### config.mk
export PLATFORM = sky130hd
export DESIGN_NAME = pbo_override
export DESIGN_NICKNAME = d
export VERILOG_FILES = /design/src/pbo_pkg.sv /design/src/pbo_override.sv
export SDC_FILE = /design/constraint.sdc
export NUM_CORES = 1
export LEC_CHECK = 0
export ABC_AREA = 1
export BUFFER_PORTS_ARGS = -buffer_cell sky130_fd_sc_hd__buf_2
export CAP_MARGIN = 10
export CORE_ASPECT_RATIO = 0.9
export CORE_MARGIN = 2
export CORE_UTILIZATION = 36
export DETAILED_ROUTE_END_ITERATION = 8
export GPL_TIMING_DRIVEN = 0
export PLACE_DENSITY = 0.75
export SLEW_MARGIN = 20
export SYNTH_ARGS = -nofsm -noshare
export SYNTH_HDL_FRONTEND = slang
export SYNTH_SLANG_ARGS = --single-unit
### constraint.sdc
create_clock -name sys_clk -period 0.8 [get_ports sys_clk]
set_input_delay 0.08 -clock sys_clk [delete_from_list [all_inputs] [get_ports sys_clk]]
set_output_delay 0.08 -clock sys_clk [all_outputs]
set_load 0.05 [all_outputs]
### src/pbo_pkg.sv
// pbo_pkg: constants and carrier types for the port b alternate-function override block.
// assumes one i/o clock domain; every consumer uses the pbo_pkg:: prefix.
//
// Functional notes
// - compare waveform replaces value when enabled, selected
// - pin 6 external interrupt; input buffer forced on
// - fuse programmed: pin 5 drives divided clock
// - divided clock stays on pin 5 during reset
// - pin 5 oscillator use removes general-purpose io
// - pin 4 oscillator or clock input, no io
// - clocking pin 4 reads direction, value, input zero
// - three-wire data out replaces pin 1 value
// - pin 1 pull-up still follows port value
// - pins 6..4 no toggle override; pull/dir override only for clock use on 5, 4; pin4 input one
// - two-wire: open-drain direction overrides on pins 2, 0
// - pin 2 toggle, serial input enables, shift-out priority
// - pins 6..0 feed pin-change sources 14..8
package pbo_pkg;

  localparam int NUM_PINS = 7;
  localparam int PIN_EXT_INT = 6;
  localparam int PIN_CLK_OUT = 5;
  localparam int PIN_OSC_ONE = 4;
  localparam int PIN_SER_CLK = 2;
  localparam int PIN_SER_DOUT = 1;
  localparam int PIN_SER_DATA = 0;
  localparam int PCINT_BASE = 8;
  localparam logic [6:0] PIN_RESET_VAL = 7'h00;
  // compare a serves even pins, compare b odd pins
  localparam logic [6:0] COMPARE_A_PINS = 7'h55;

  typedef struct packed {
    logic compare_a_output_enable;
    logic compare_b_output_enable;
    logic compare_a_wave;
    logic compare_b_wave;
    logic [6:0] timer1_output_select_control; // per-pin select, bit n for pin n
    logic external_interrupt_zero_enable;
    logic pin_change_group_enable;
    logic [6:0] pin_change_mask;               // sources 14..8 on bits 6..0
    logic serial_two_wire_mode;
    logic serial_three_wire_mode;
    logic serial_pin_position_select;
    logic serial_clock_hold;
    logic serial_shift_out;
    logic serial_toggle_override;
    logic serial_start_interrupt_enable;
    logic [1:0] analog_input_disable;          // bit 1 pin 6, bit 0 pin 5
    logic clock_output_fuse;
    logic divided_clock_output;
    logic oscillator_pin_two_used;
    logic oscillator_pin_one_used;             // crystal or external clock input
    logic pullup_disable;
    logic sleep_input_gate;
  } pbo_ctrl_s;

  typedef struct packed {
    logic [6:0] pad_out;
    logic [6:0] pad_oe_n;
    logic [6:0] pad_pullup;
    logic [6:0] toggle_request;
    logic [6:0] input_enable;
  } pbo_pad_s;

  typedef struct packed {
    logic [6:0] direction;
    logic [6:0] port_value;
    logic [6:0] input_value;
  } pbo_read_s;

endpackage

### src/pbo_override.sv
// pbo_override: port b pins 6..0 override merge and alternate-function taps.
// assumes port registers, timer, serial and clock logic live outside and
// share sys_clk; pad inputs are already synchronous to it.
`timescale 1ns/10ps
`default_nettype none

module pbo_override (
  input wire logic sys_clk, // i/o clock, 125 mhz
  input wire logic reset, // synchronous, active high
  input wire pbo_pkg::pbo_ctrl_s ctrl, // peripheral and fuse controls
  input wire logic [6:0] port_value_reg, // port value bits 6..0
  input wire logic [6:0] direction_reg, // direction bits 6..0
  input wire logic [6:0] pad_in, // pad levels
  output pbo_pkg::pbo_pad_s pad, // resolved pad drive
  output pbo_pkg::pbo_read_s readback, // software-visible bits
  output logic external_interrupt_zero, // external interrupt input level
  output logic [6:0] pin_change_source, // sources 14..8
  output logic serial_clock_in, // serial clock input level
  output logic serial_data_in // serial data input level
);

  // ****************************************************************
  // override terms
  // ****************************************************************
  logic [6:0] pu_oe;
  logic [6:0] pu_ov;
  logic [6:0] dd_oe;
  logic [6:0] dd_ov;
  logic [6:0] pv_oe;
  logic [6:0] pv_ov;
  logic [6:0] die_oe;
  logic [6:0] die_ov;
  logic [6:0] tg_oe;
  logic [6:0] pc_en;
  logic [6:0] cmp_en;
  logic two_def;
  logic three_def;
  logic clk_out_on;
  logic osc_one;
  logic osc_two;

  always_comb begin
    two_def = ctrl.serial_two_wire_mode & ctrl.serial_pin_position_select;
    three_def = ctrl.serial_three_wire_mode & ctrl.serial_pin_position_select;
    clk_out_on = ctrl.clock_output_fuse;
    osc_one = ctrl.oscillator_pin_one_used;
    osc_two = ctrl.oscillator_pin_two_used & ~clk_out_on;
    pc_en = {7{ctrl.pin_change_group_enable}} & ctrl.pin_change_mask;
    cmp_en = ctrl.timer1_output_select_control & ((pbo_pkg::COMPARE_A_PINS &
             {7{ctrl.compare_a_output_enable}}) | (~pbo_pkg::COMPARE_A_PINS &
             {7{ctrl.compare_b_output_enable}}));
    pu_oe = '0;
    pu_ov = '0;
    dd_oe = '0;
    dd_ov = '0;
    tg_oe = '0;
    pv_oe = cmp_en;
    for (int i = 0; i < pbo_pkg::NUM_PINS; i++) begin
      pv_ov[i] = pbo_pkg::COMPARE_A_PINS[i] ? ctrl.compare_a_wave : ctrl.compare_b_wave;
    end
    die_oe = pc_en;
    die_ov = pc_en;
    die_oe[pbo_pkg::PIN_EXT_INT] = ctrl.analog_input_disable[1] |
        ctrl.external_interrupt_zero_enable | pc_en[pbo_pkg::PIN_EXT_INT];
    die_ov[pbo_pkg::PIN_EXT_INT] = ctrl.external_interrupt_zero_enable |
        pc_en[pbo_pkg::PIN_EXT_INT];
    die_oe[pbo_pkg::PIN_CLK_OUT] = ctrl.analog_input_disable[0] | pc_en[pbo_pkg::PIN_CLK_OUT];
    die_ov[pbo_pkg::PIN_OSC_ONE] = 1'b1;
    die_ov[3] = 1'b1;
    die_ov[pbo_pkg::PIN_SER_DOUT] = 1'b1;
    // two-wire open-drain on pins 2 and 0
    dd_oe[pbo_pkg::PIN_SER_CLK] = two_def;
    dd_ov[pbo_pkg::PIN_SER_CLK] = (ctrl.serial_clock_hold |
        port_value_reg[pbo_pkg::PIN_SER_CLK]) & direction_reg[pbo_pkg::PIN_SER_CLK];
    dd_oe[pbo_pkg::PIN_SER_DATA] = two_def;
    dd_ov[pbo_pkg::PIN_SER_DATA] = (ctrl.serial_shift_out |
        port_value_reg[pbo_pkg::PIN_SER_DATA]) & direction_reg[pbo_pkg::PIN_SER_DATA];
    if (two_def & direction_reg[pbo_pkg::PIN_SER_CLK]) begin
      pv_oe[pbo_pkg::PIN_SER_CLK] = 1'b1;
      pv_ov[pbo_pkg::PIN_SER_CLK] = 1'b0;
    end
    if (two_def & direction_reg[pbo_pkg::PIN_SER_DATA]) begin
      pv_oe[pbo_pkg::PIN_SER_DATA] = 1'b1;
      pv_ov[pbo_pkg::PIN_SER_DATA] = 1'b0;
    end
    // toggle, serial input enables, shift-out priority
    tg_oe[pbo_pkg::PIN_SER_CLK] = ctrl.serial_toggle_override & ctrl.serial_pin_position_select;
    die_oe[pbo_pkg::PIN_SER_CLK] = (ctrl.serial_start_interrupt_enable &
        ctrl.serial_pin_position_select) | pc_en[pbo_pkg::PIN_SER_CLK];
    die_ov[pbo_pkg::PIN_SER_CLK] = die_oe[pbo_pkg::PIN_SER_CLK];
    die_oe[pbo_pkg::PIN_SER_DATA] = (ctrl.serial_start_interrupt_enable &
        ctrl.serial_pin_position_select) | pc_en[pbo_pkg::PIN_SER_DATA];
    die_ov[pbo_pkg::PIN_SER_DATA] = die_oe[pbo_pkg::PIN_SER_DATA];
    if (three_def) begin
      pv_oe[pbo_pkg::PIN_SER_DOUT] = 1'b1;
      pv_ov[pbo_pkg::PIN_SER_DOUT] = ctrl.serial_shift_out;
    end
    if (osc_two) begin
      {pu_oe[5], pu_ov[5], dd_oe[5], dd_ov[5], pv_oe[5], pv_ov[5]} = 6'h28;
    end
    if (osc_one) begin
      {pu_oe[4], pu_ov[4], dd_oe[4], dd_ov[4], pv_oe[4], pv_ov[4]} = 6'h28;
    end
    // clock out ignores port value and direction
    if (clk_out_on) begin
      dd_oe[pbo_pkg::PIN_CLK_OUT] = 1'b1;
      dd_ov[pbo_pkg::PIN_CLK_OUT] = 1'b1;
      pv_oe[pbo_pkg::PIN_CLK_OUT] = 1'b1;
      pv_ov[pbo_pkg::PIN_CLK_OUT] = ctrl.divided_clock_output;
    end
  end

  // ****************************************************************
  // per-pin merge with the port paths
  // ****************************************************************
  logic [6:0] dir_eff;
  logic [6:0] val_eff;
  logic [6:0] pull_eff;
  logic [6:0] die_eff;
  logic [6:0] din;

  genvar g;
  generate
    for (g = 0; g < pbo_pkg::NUM_PINS; g++) begin : g_pin
      assign dir_eff[g] = dd_oe[g] ? dd_ov[g] : direction_reg[g];
      assign val_eff[g] = pv_oe[g] ? pv_ov[g] : port_value_reg[g];
      // pull-up follows port value while input
      assign pull_eff[g] = pu_oe[g] ? pu_ov[g] :
          (~dir_eff[g] & port_value_reg[g] & ~ctrl.pullup_disable);
      assign die_eff[g] = die_oe[g] ? die_ov[g] : ~ctrl.sleep_input_gate;
      assign din[g] = pad_in[g] & die_eff[g];
    end
  endgenerate

  // ****************************************************************
  // pad and tap outputs
  // ****************************************************************
  // outputs are flopped so every port is clean; this adds one cycle of
  // latency against the peripheral, traded for glitch-free pads.
  always_ff @(posedge sys_clk) begin
    if (reset) begin
      pad.pad_out <= {1'b0, clk_out_on & ctrl.divided_clock_output, 5'h00};
      pad.pad_oe_n <= {1'b1, ~clk_out_on, 5'h1f};
      pad.pad_pullup <= pbo_pkg::PIN_RESET_VAL;
      pad.toggle_request <= pbo_pkg::PIN_RESET_VAL;
      pad.input_enable <= pbo_pkg::PIN_RESET_VAL;
    end else begin
      // compare reaches pad only with direction out
      pad.pad_out <= val_eff & dir_eff;
      pad.pad_oe_n <= ~dir_eff;
      pad.pad_pullup <= pull_eff;
      pad.toggle_request <= tg_oe;
      pad.input_enable <= die_eff;
    end
  end

  always_ff @(posedge sys_clk) begin
    if (reset) begin
      readback <= '0;
    end else begin
      readback.direction <= direction_reg;
      readback.port_value <= port_value_reg;
      readback.input_value <= din;
      if (osc_one) begin
        readback.direction[pbo_pkg::PIN_OSC_ONE] <= 1'b0;
        readback.port_value[pbo_pkg::PIN_OSC_ONE] <= 1'b0;
        readback.input_value[pbo_pkg::PIN_OSC_ONE] <= 1'b0;
      end
    end
  end

  always_ff @(posedge sys_clk) begin
    if (reset) begin
      external_interrupt_zero <= 1'b0;
      pin_change_source <= pbo_pkg::PIN_RESET_VAL;
      serial_clock_in <= 1'b0;
      serial_data_in <= 1'b0;
    end else begin
      external_interrupt_zero <= din[pbo_pkg::PIN_EXT_INT];
      pin_change_source <= din;
      serial_clock_in <= din[pbo_pkg::PIN_SER_CLK];
      // data input uses normal port path
      serial_data_in <= din[pbo_pkg::PIN_SER_DATA];
    end
  end

  // ****************************************************************
  // checks
  // ****************************************************************
  chk_compare_takeover: assert property (@(posedge sys_clk) disable iff (reset)
    (ctrl.compare_a_output_enable & ctrl.timer1_output_select_control[6] &
     direction_reg[6]) |=> (pad.pad_out[6] == $past(ctrl.compare_a_wave)))
    else $error("pin 6 does not follow compare a");
  chk_ext_irq_buffer: assert property (@(posedge sys_clk) disable iff (reset)
    ctrl.external_interrupt_zero_enable |=> pad.input_enable[6] &&
    (external_interrupt_zero == $past(pad_in[6])))
    else $error("external interrupt input buffer not forced on");
  chk_clock_out_pin: assert property (@(posedge sys_clk)
    ctrl.clock_output_fuse |=> !pad.pad_oe_n[5] &&
    pad.pad_out[5] == $past(ctrl.divided_clock_output))
    else $error("divided clock not on pin 5");
  chk_clock_in_reset: assert property (@(posedge sys_clk)
    (reset && ctrl.clock_output_fuse) |=> !pad.pad_oe_n[5])
    else $error("clock output dropped during reset");
  chk_osc_two_free: assert property (@(posedge sys_clk) disable iff (reset)
    (ctrl.oscillator_pin_two_used && !ctrl.clock_output_fuse) |=>
    pad.pad_oe_n[5] && !pad.pad_pullup[5])
    else $error("pin 5 still used as io");
  chk_osc_one_read: assert property (@(posedge sys_clk) disable iff (reset)
    ctrl.oscillator_pin_one_used |=> pad.pad_oe_n[4] &&
    readback.direction[4] == 1'b0 && readback.port_value[4] == 1'b0 &&
    readback.input_value[4] == 1'b0)
    else $error("pin 4 clock use not hidden");
  chk_three_wire_out: assert property (@(posedge sys_clk) disable iff (reset)
    (three_def && direction_reg[1]) |=> pad.pad_out[1] == $past(ctrl.serial_shift_out))
    else $error("three-wire data out not on pin 1");
  chk_three_wire_pull: assert property (@(posedge sys_clk) disable iff (reset)
    (three_def && !direction_reg[1] && port_value_reg[1] && !ctrl.pullup_disable)
    |=> pad.pad_pullup[1] && pad.pad_oe_n[1])
    else $error("pin 1 pull-up lost in three-wire mode");
  chk_two_wire_drain: assert property (@(posedge sys_clk) disable iff (reset)
    two_def |=> (pad.pad_oe_n[0] == !$past((ctrl.serial_shift_out |
    port_value_reg[0]) & direction_reg[0])) && !pad.pad_out[0])
    else $error("two-wire data pin not open-drain");
  chk_serial_toggle: assert property (@(posedge sys_clk) disable iff (reset)
    $rose(ctrl.serial_toggle_override & ctrl.serial_pin_position_select) |=>
    pad.toggle_request[2] && pad.toggle_request[1:0] == 2'h0)
    else $error("toggle request not on pin 2");
  chk_pin_change_map: assert property (@(posedge sys_clk) disable iff (reset)
    (ctrl.pin_change_group_enable && ctrl.pin_change_mask[3]) |=>
    pin_change_source[3] == $past(pad_in[3]))
    else $error("pin change source 11 mismatched");

  // ****************************************************************
  // further checks
  // ****************************************************************
  // these watch override terms on pins that the bench compares only in
  // some scenarios, so a broken term shows up wherever it is exercised.
  chk_osc_one_pins: assert property (@(posedge sys_clk) disable iff (reset)
    ctrl.oscillator_pin_one_used |=> pad.pad_oe_n[4] && !pad.pad_pullup[4] &&
    !pad.pad_out[4])
    else $error("pin 4 still used as io");
  chk_pin4_input_on: assert property (@(posedge sys_clk) disable iff (reset)
    (ctrl.pin_change_group_enable && ctrl.pin_change_mask[4]) |=> pad.input_enable[4])
    else $error("pin 4 input buffer not forced on");
  // an analog-disabled pin keeps its buffer off unless an interrupt needs it
  chk_pin5_analog_off: assert property (@(posedge sys_clk) disable iff (reset)
    (ctrl.analog_input_disable[0] && !(ctrl.pin_change_group_enable &&
    ctrl.pin_change_mask[5])) |=> !pad.input_enable[5])
    else $error("pin 5 input buffer left on");
  chk_pin6_analog_off: assert property (@(posedge sys_clk) disable iff (reset)
    (ctrl.analog_input_disable[1] && !ctrl.external_interrupt_zero_enable &&
    !(ctrl.pin_change_group_enable && ctrl.pin_change_mask[6])) |=> !pad.input_enable[6])
    else $error("pin 6 input buffer left on");
  chk_two_wire_clock: assert property (@(posedge sys_clk) disable iff (reset)
    two_def |=> (pad.pad_oe_n[2] == !$past((ctrl.serial_clock_hold |
    port_value_reg[2]) & direction_reg[2])) && !pad.pad_out[2])
    else $error("two-wire clock pin not open-drain");
  chk_serial_input_en: assert property (@(posedge sys_clk) disable iff (reset)
    (ctrl.serial_start_interrupt_enable && ctrl.serial_pin_position_select) |=>
    pad.input_enable[2] && pad.input_enable[0])
    else $error("serial input buffers not forced on");
  chk_shift_priority: assert property (@(posedge sys_clk) disable iff (reset)
    (three_def && ctrl.compare_b_output_enable && ctrl.timer1_output_select_control[1])
    |=> pad.pad_out[1] == ($past(ctrl.serial_shift_out) & $past(direction_reg[1])))
    else $error("compare b beats serial shift-out on pin 1");
  // off the default position the serial block must leave pins 2 and 0 alone
  chk_alt_position: assert property (@(posedge sys_clk) disable iff (reset)
    !ctrl.serial_pin_position_select |=> pad.toggle_request == 7'h00 &&
    pad.pad_oe_n[2] == !$past(direction_reg[2]))
    else $error("serial override active off its default pins");
  chk_pin_change_order: assert property (@(posedge sys_clk) disable iff (reset)
    (ctrl.pin_change_group_enable && ctrl.pin_change_mask == 7'h7f) |=>
    pin_change_source == $past(pad_in))
    else $error("pin change sources not in pin order");
  // the clock pin is left out here: it keeps driving through reset
  chk_reset_quiet: assert property (@(posedge sys_clk)
    reset |=> pad.pad_pullup == 7'h00 && pad.toggle_request == 7'h00 &&
    pad.pad_oe_n[6] && pad.pad_oe_n[4:0] == 5'h1f)
    else $error("pins not released during reset");
  chk_merge_one_edge: assert property (@(posedge sys_clk) disable iff (reset)
    1'b1 |=> pad.pad_oe_n[3] == !$past(direction_reg[3]))
    else $error("pin 3 direction not merged in one edge");
  chk_readback_follow: assert property (@(posedge sys_clk) disable iff (reset)
    !ctrl.oscillator_pin_one_used |=> readback.direction == $past(direction_reg) &&
    readback.port_value == $past(port_value_reg))
    else $error("readback does not follow the port registers");

endmodule

`default_nettype wire

## Yosys cells after proc, flatten, opt, wreduce, memory -nomap -nowiden

Index checks and enable logic that the tools add are counted.

- Flip-flop bits (word level): 66
- Logic and storage cells: 114
- Input bits: 58
- Output and inout port bits: 66

- Muxes and demuxes: 37
- Bitwise operators: 54
- Reduce and logical (&&, ||, !) cells: 3

Operators by type and width:

| cell | count |
|---|---|
| $mux W1 | 36 |
| $mux W34 | 1 |
| $and A1 B1 Y1 | 31 |
| $and A7 B7 Y7 | 3 |
| $not A1 Y1 | 10 |
| $or A1 B1 Y1 | 8 |
| $not A7 Y7 | 1 |
| $or A7 B6 Y7 | 1 |
| $reduce_or A2 Y1 | 3 |

## Longest topological paths before layout

Gate-level depths: netlist of the first run.

- Depth in word-level cells: 10
- Mapped depth: 5
- Mapped depth without buffers: 5

## Least setup slack after synthesis of the first run

No wires, ideal clock.

- Path kind: register -> output
- Start point: register readback[0] (netlist name)
- End point: output port pin_change_source[0]
- Data arrival time: 914 ps
- Path buffers: 1
- Path slack: -194 ps
- Stages on the path, launching flop included: 2
- Cells stage by stage: dfxtp_1 buf_4

RTL lines:

| element | RTL line | text |
|---|---|---|
| end: declaration | pbo_override.sv:17 | `output logic [6:0] pin_change_source,` |

==> results.py, run 1 <==
metrics = {
    "setup_path": {
        "crit_chain": "buf_6 > buf_8",
        "cp.buffers_inverters": 2,
        "critPathLaunch": "readback[0]$_SDFF_PP0_",
        "critPathTopFamily": "flip-flops",
        "cp_slowest_cell": "dfxtp_4",
        "crit_type": "flop to output pin",
        "cp_num_cells": 2,
        "critPathLaunchType": "flop",
        "cp.arrival_ns": 0.92,
        "crit_end": "pin_change_source[0]",
        "end_kind": "output pin",
        "required_ns": 0.72,
        "crit_fanout": 3,
        "max_stage_delay_ns": 0.37,
    },
    "route": {
        "drtAntennaViolNets": 0,
        "drtIter0Drc": 84,
        "via_per_inst": 4.419,
        "dr.pass1.iters": 4,
        "wl_per_cell_um": 14.16,
        "drc": 0,
        "routed_wl_um": 5708,
        "vias": 1781,
    },
    "logic_synthesis": {
        "ys_ff_latch": 51,
        "synth_cells": 195,
        "synthDistinctLibCells": 22,
        "yosysMostFrequentCell": "dfxtp_1",
        "synth_seq_area_share_pct": 59.30,
        "yosys_warnings": 0,
        "syn_area_um2": 1722,
        "netlist_top_cells_area": "dfxtp_1 59%, buf_4 6.5%, nor2_1 6.1%",
        "syn_avg_cell_area_um2": 8.829,
        "synth_edf_count": 0,
        "synth_ff_type": "dfxtp_1",
        "synth.top_cell.area_share_pct": 59.30,
        "ys_async_sr_fraction_pct": 0,
        "synth.largest_area_cell": "dfxtp_1",
        "synth_common_cells": "51 x dfxtp_1, 28 x nor2_1, 25 x nand2_1",
    },
    "cts": {
        "cts_max_path_buffers": 2,
        "cts_max_level": 2,
        "clock_sinks": 51,
        "cts_setup_buffers": 0,
        "cts.clk_slew.worst_paths_ns": 0.09,
        "cts_hold_buf": 19,
        "cts-root-buf": "clkbuf_8",
        "cts_tree": "built",
        "numCtsBuffers": 5,
    },
    "power_and_ir_drop": {
        "power_mw": 5.948,
        "total_leakage_power_nw": 1.662,
        "ir_drop_uv": 811.6,
        "p_per_area_nw_per_um2": 1766,
    },
    "place": {
        "place_inst": 379,
        "dp_slack_ns": -0.009153,
        "place_area_um2": 2419,
        "dp_hpwl_um": 3334,
        "gp_congestion": 0.7563,
        "port_buffers": 117,
    },
    "finish": {
        "ff_latch_area_um2": 1095,
        "syn2layout_area_growth_pct": 95.64,
        "nNetsFinal": 398,
        "stdcell_count": 403,
        "drive_above_1_share_pct": 58.65,
        "fill_cells": 319,
        "multi_input_area_um2": 488.0,
        "final_area_um2": 3368,
        "antennaDiodeCount": 0,
    },
    "floorplan": {
        "dieArea_um2": 5352,
        "coreArea_um2": 4518,
        "die_w_um": 76.90,
        "io_pins": 124,
        "start_util_pct": 38.11,
        "core.rowCount": 23,
        "die_y_um": 69.61,
    },
    "sta": {
        "slew_viol_final": 0,
        "max_freq_mhz": 996.4,
        "hold_ws_ns": -0.01063,
        "setup_viol": 61,
        "min_period_ns": 1.004,
        "setup_slack_ns": -0.2036,
        "grt_setup_unrepaired": "true",
        "fin_crit_sh_pct": 125.5,
        "setup_tns_ns": -5.334,
        "hold_viol": 1,
    },
    "status": {
        "violations": "negative hold slack, negative setup slack",
        "outcome": "finished, violations left",
    },
    "job": {
        "drv_cap": 0,
    },
    "global_route": {
        "grt_usage_pct": 21.23,
        "grt_first_pass_wirelength_um": 8783,
        "grt_max_degree": 17,
        "grt_overflow_total": 0,
        "antenna_found_initial": 0,
        "grt_pass1_vias": 1878,
    },
    "hold_path": {
        "min-delay-start": "ctrl[1]",
        "hold_class": "input port to flop",
    },
}
==> flip-flops by register name, indices dropped and copies added (netlist names) <==
signal / flops
pad: 29
pin_change_source: 1
readback: 21
==> layer usage <==
| metal | share of wire (%) | track usage [%] |
|---|---|---|
| met4 | 3.7 | 11.92 |
| met1 | 33 | 19.85 |
| met2 | 55 | 41.13 |
| met3 | 7.9 | 5.599 |
| met5 | 0 | 0 |
==> how the worst min path moves through the flow <==
stage	to	slack (ns)	cells after the start
final	pad[18]$_SDFF_PP0_	-0.01	2
after global routing	pad[18]$_SDFF_PP0_	0.0006	2
after CTS	pad[18]$_SDFF_PP0_	-0.0004	2
after detailed placement	pad[14]$_SDFF_PP0_	0.26	2
after global placement	pad[14]$_SDFF_PP0_	0.26	2
after floorplan	pad[26]$_DFF_P_	0.15	1
==> kinds of logic after synthesis <==
family	after synthesis	share of synthesized area (%)
other	1	0.2178
flip-flops	51	59.30
AO/OA/AOI/OAI	18	5.523
AND/OR/NAND/NOR	81	21.08
buffers and inverters	44	13.88
==> stage by stage <==
step                      util (%)  hold slack, ns
after detailed placement     53.53          0.2608
final                        74.55        -0.01063
after floorplan                  -          0.1491
after CTS                    73.39      -0.0004196
after global placement       53.53          0.2590
after global routing         74.55       0.0006237
==> layout make-up <==
cell class | count | area share [%]
well taps | 62 | 2.303
clock buffers | 6 | 2.452
repair buffers | 133 | 39.67
multi-input cells | 105 | 14.49
clock inverters | 2 | 0.4829
inverters | 27 | 3.083
flip-flops and latches | 51 | 32.50
plain buffers | 17 | 5.015
==> cells in the final DEF (no fill, tap or decap), drive strengths merged <==
cell type / count
buf: 131
dfxtp: 51
nor2: 30
nand2: 28
inv: 27
dlygate4sd3: 19
nand3: 12
a21oi: 11
nor3: 7
conb: 6
clkbuf: 6
o21ai: 5
nor3b: 2
o31ai: 2
or2: 1
nor4: 1
clkinvlp: 1
clkinv: 1
==> timing repair <==
item | 4_1_cts | 5_1_grt
hold endpoints to repair | 21 | 1
endpoints found under the setup margin | 60 | 67
pin swaps | 0 | 3
gates resized for setup | 212 | 19
==> report_power, final <==
part           internal (mW)  switching [mW]
sequential              2.68          0.0930
clock                  0.706           0.832
combinational          0.689           0.944
total                   4.08            1.87
Power figures use the tool's default switching activity.
==> inputs of run 2 (changes only) <==
--- a/config.mk
+++ b/config.mk
@@ -14,6 +14,7 @@
 export DETAILED_ROUTE_END_ITERATION = 8
 export GPL_TIMING_DRIVEN = 0
 export PLACE_DENSITY = 0.75
+export RECOVER_POWER = 50
 export SLEW_MARGIN = 20
 export SYNTH_ARGS = -nofsm -noshare
 export SYNTH_HDL_FRONTEND = slang
==> run 2 against run 1 <==
The flow still finishes with violations (negative hold slack, negative setup slack). Combinational power is essentially flat. Clock power is essentially flat. Utilization shrank 0.69 points. Non-clock buffer count is the same. Final area shrank 0.93%. Cell count is the same. Via count shrank 0.39%. Highest routed layer unchanged.
==> results.py, run 2 (synthesis gave the netlist of run 1 again) <==
metrics = {
    "power_and_ir_drop": {
        "p_per_area_nw_per_um2": 1777,
        "p_sw_mw": 1.861,
        "power_mw": 5.929,
        "power_frac_seq_pct": 46.8,
        "p_int_mw": 4.068,
        "sw_frac_of_total_pct": 31.39,
        "p_comb_share_pct": 27.2,
        "clkPwrFrac_pct": 26.0,
        "total_leakage_power_nw": 1.648,
        "ir_drop_uv": 812.5,
    },
    "hold_path": {
        "hold_path_depth": 2,
        "hold_class": "input port to flop",
        "worstHoldEndpoint": "pad[18]$_SDFF_PP0_",
        "min-delay-start": "ctrl[1]",
    },
    "finish": {
        "ff_latch_area_um2": 1095,
        "nNetsFinal": 398,
        "registers.top_by_ff_count": "pad",
        "final_common_cell": "buf_8",
        "syn2layout_area_growth_pct": 93.82,
        "antennaDiodeCount": 0,
        "final_core_util_pct": 73.86,
        "stdcell_count": 403,
        "top_regs": "pad x29, readback x21, pin_change_source x1",
        "largest_reg_flops": 29,
        "final_cell_mix": "52 x buf_8, 51 x buf_2, 47 x dfxtp_2, 28 x nor2_1",
        "drive_above_1_share_pct": 56.60,
        "fill_cells": 330,
        "multi_input_area_um2": 473.0,
    },
    "cts": {
        "cts_setup_buffers": 0,
        "cts-root-buf": "clkbuf_8",
        "clock_sinks": 51,
        "cts_hold_buf": 19,
        "cts_max_level": 2,
        "cts_max_path_buffers": 2,
        "numCtsBuffers": 5,
        "cts.clk_slew.worst_paths_ns": 0.09,
        "cts_tree": "built",
    },
    "global_route": {
        "grt_pass1_vias": 1878,
        "grt_usage_pct": 21.23,
        "grt_first_pass_wirelength_um": 8783,
        "antenna_found_initial": 0,
        "grt_overflow_total": 0,
        "grt_max_degree": 17,
    },
    "setup_path": {
        "crit_type": "flop to output pin",
        "cp.buffers_inverters": 2,
        "crit_chain": "buf_6 > buf_8",
        "max_stage_delay_ns": 0.37,
        "required_ns": 0.72,
        "critPathLaunchType": "flop",
        "crit_fanout": 3,
        "cp_slowest_cell": "dfxtp_4",
        "end_kind": "output pin",
        "cp.arrival_ns": 0.92,
        "critPathTopFamily": "flip-flops",
    },
    "route": {
        "met2WireLength_um": 3146,
        "drtAntennaViolNets": 0,
        "drc": 0,
        "met1Wirelength_um": 1909,
        "wl_per_cell_um": 14.21,
        "vias": 1774,
        "via_per_inst": 4.402,
        "wl_met3_um": 460,
        "top_layer": "met4",
        "routed_wl_um": 5725,
        "dr.pass1.iters": 4,
        "drtIter0Drc": 73,
    },
    "sta": {
        "setup_viol": 64,
        "setup_slack_ns": -0.2026,
        "grt_setup_unrepaired": "true",
        "slew_viol_final": 0,
        "hold_viol": 1,
        "fin_crit_sh_pct": 125.3,
        "hold_ws_ns": -0.002402,
        "max_freq_mhz": 997.4,
        "min_period_ns": 1.003,
    },
    "place": {
        "gp_congestion": 0.7563,
        "port_buffers": 117,
        "place_inst": 379,
        "dp_hpwl_um": 3334,
    },
    "status": {
        "outcome": "finished, violations left",
        "violations": "negative hold slack, negative setup slack",
    },
    "job": {
        "drv_cap": 0,
    },
    "floorplan": {
        "coreArea_um2": 4518,
        "io_pins": 124,
        "die_y_um": 69.61,
        "core.rowCount": 23,
        "start_util_pct": 38.11,
        "dieArea_um2": 5352,
        "die_w_um": 76.90,
    },
}
## run 2: cell count changes in the layout (fill, tap and decap cells not counted)
cell / previous run / this run
buf_2: 54 / 51
nor2_1: 27 / 28
clkbuf_2: 0 / 1
inv_2: 2 / 1
inv_1: 24 / 26
inv_4: 1 / 0
nor2_4: 1 / 0
nand2_4: 1 / 0
clkbuf_1: 0 / 3
nand2_1: 25 / 26
buf_4: 7 / 8
buf_6: 17 / 15
## run 2: area by class of cell
type	count	area share [%]
repair buffers	133	39.93
flip-flops and latches	51	32.81
multi-input cells	105	14.17
plain buffers	17	4.762
inverters	27	3.037
clock buffers	6	2.475
well taps	62	2.325
clock inverters	2	0.4874
## run 2: worst max path at each step
stage | startpoint | end | slack [ns] | depth (start not counted)
2_1_floorplan | readback[1]$_SDFF_PP0_ | readback[1] | 0.002 | 1
3_3_place_gp | reset | pad[16]$_SDFF_PP0_ | 0.02 | 3
3_5_place_dp | reset | pad[17]$_SDFF_PP0_ | -0.009 | 3
4_1_cts | readback[2]$_SDFF_PP0_ | readback[2] | -0.20 | 2
5_1_grt | readback[2]$_SDFF_PP0_ | readback[2] | -0.24 | 2
6_report | readback[0]$_SDFF_PP0_ | pin_change_source[0] | -0.20 | 2
## run 2: per-stage QoR
step	hold slack, ns	area, um2	setup slack, ns	setup TNS (ns)
after global routing	0.004639	3337	-0.2405	-7.556
after global placement	0.2590	2419	0.01740	0
final	-0.002402	3337	-0.2026	-5.359
after floorplan	0.1491	1755	0.002499	0
after CTS	-0.0004196	3316	-0.1958	-5.536
after detailed placement	0.2608	2419	-0.009153	-0.009153
## run 2: what timing repair did
item	CTS	global route
resized for setup	212	19
pin swaps	0	3
hold endpoints to repair	21	1
setup endpoints to repair	60	67
## run 2: power groups by stage
| stage | combinational, mW | sequential [mW] | clock [mW] |
|---|---|---|---|
| final | 1.61 | 2.78 | 1.54 |
| after global routing | 1.69 | 2.79 | 1.70 |
| after CTS | 1.58 | 2.77 | 1.59 |
| after detailed placement | 1.23 | 2.75 | 0 |
| after global placement | 1.21 | 2.75 | 0 |
| after floorplan | 0.401 | 3.21 | 0 |
## run 2: layer usage
| layer | track usage (%) | up-vias |
|---|---|---|
| met2 | 41.13 | 89 |
| met1 | 19.85 | 794 |
| met5 | 0 | - |
| met3 | 5.599 | 18 |
| met4 | 11.92 | 0 |
| li1 | - | 873 |
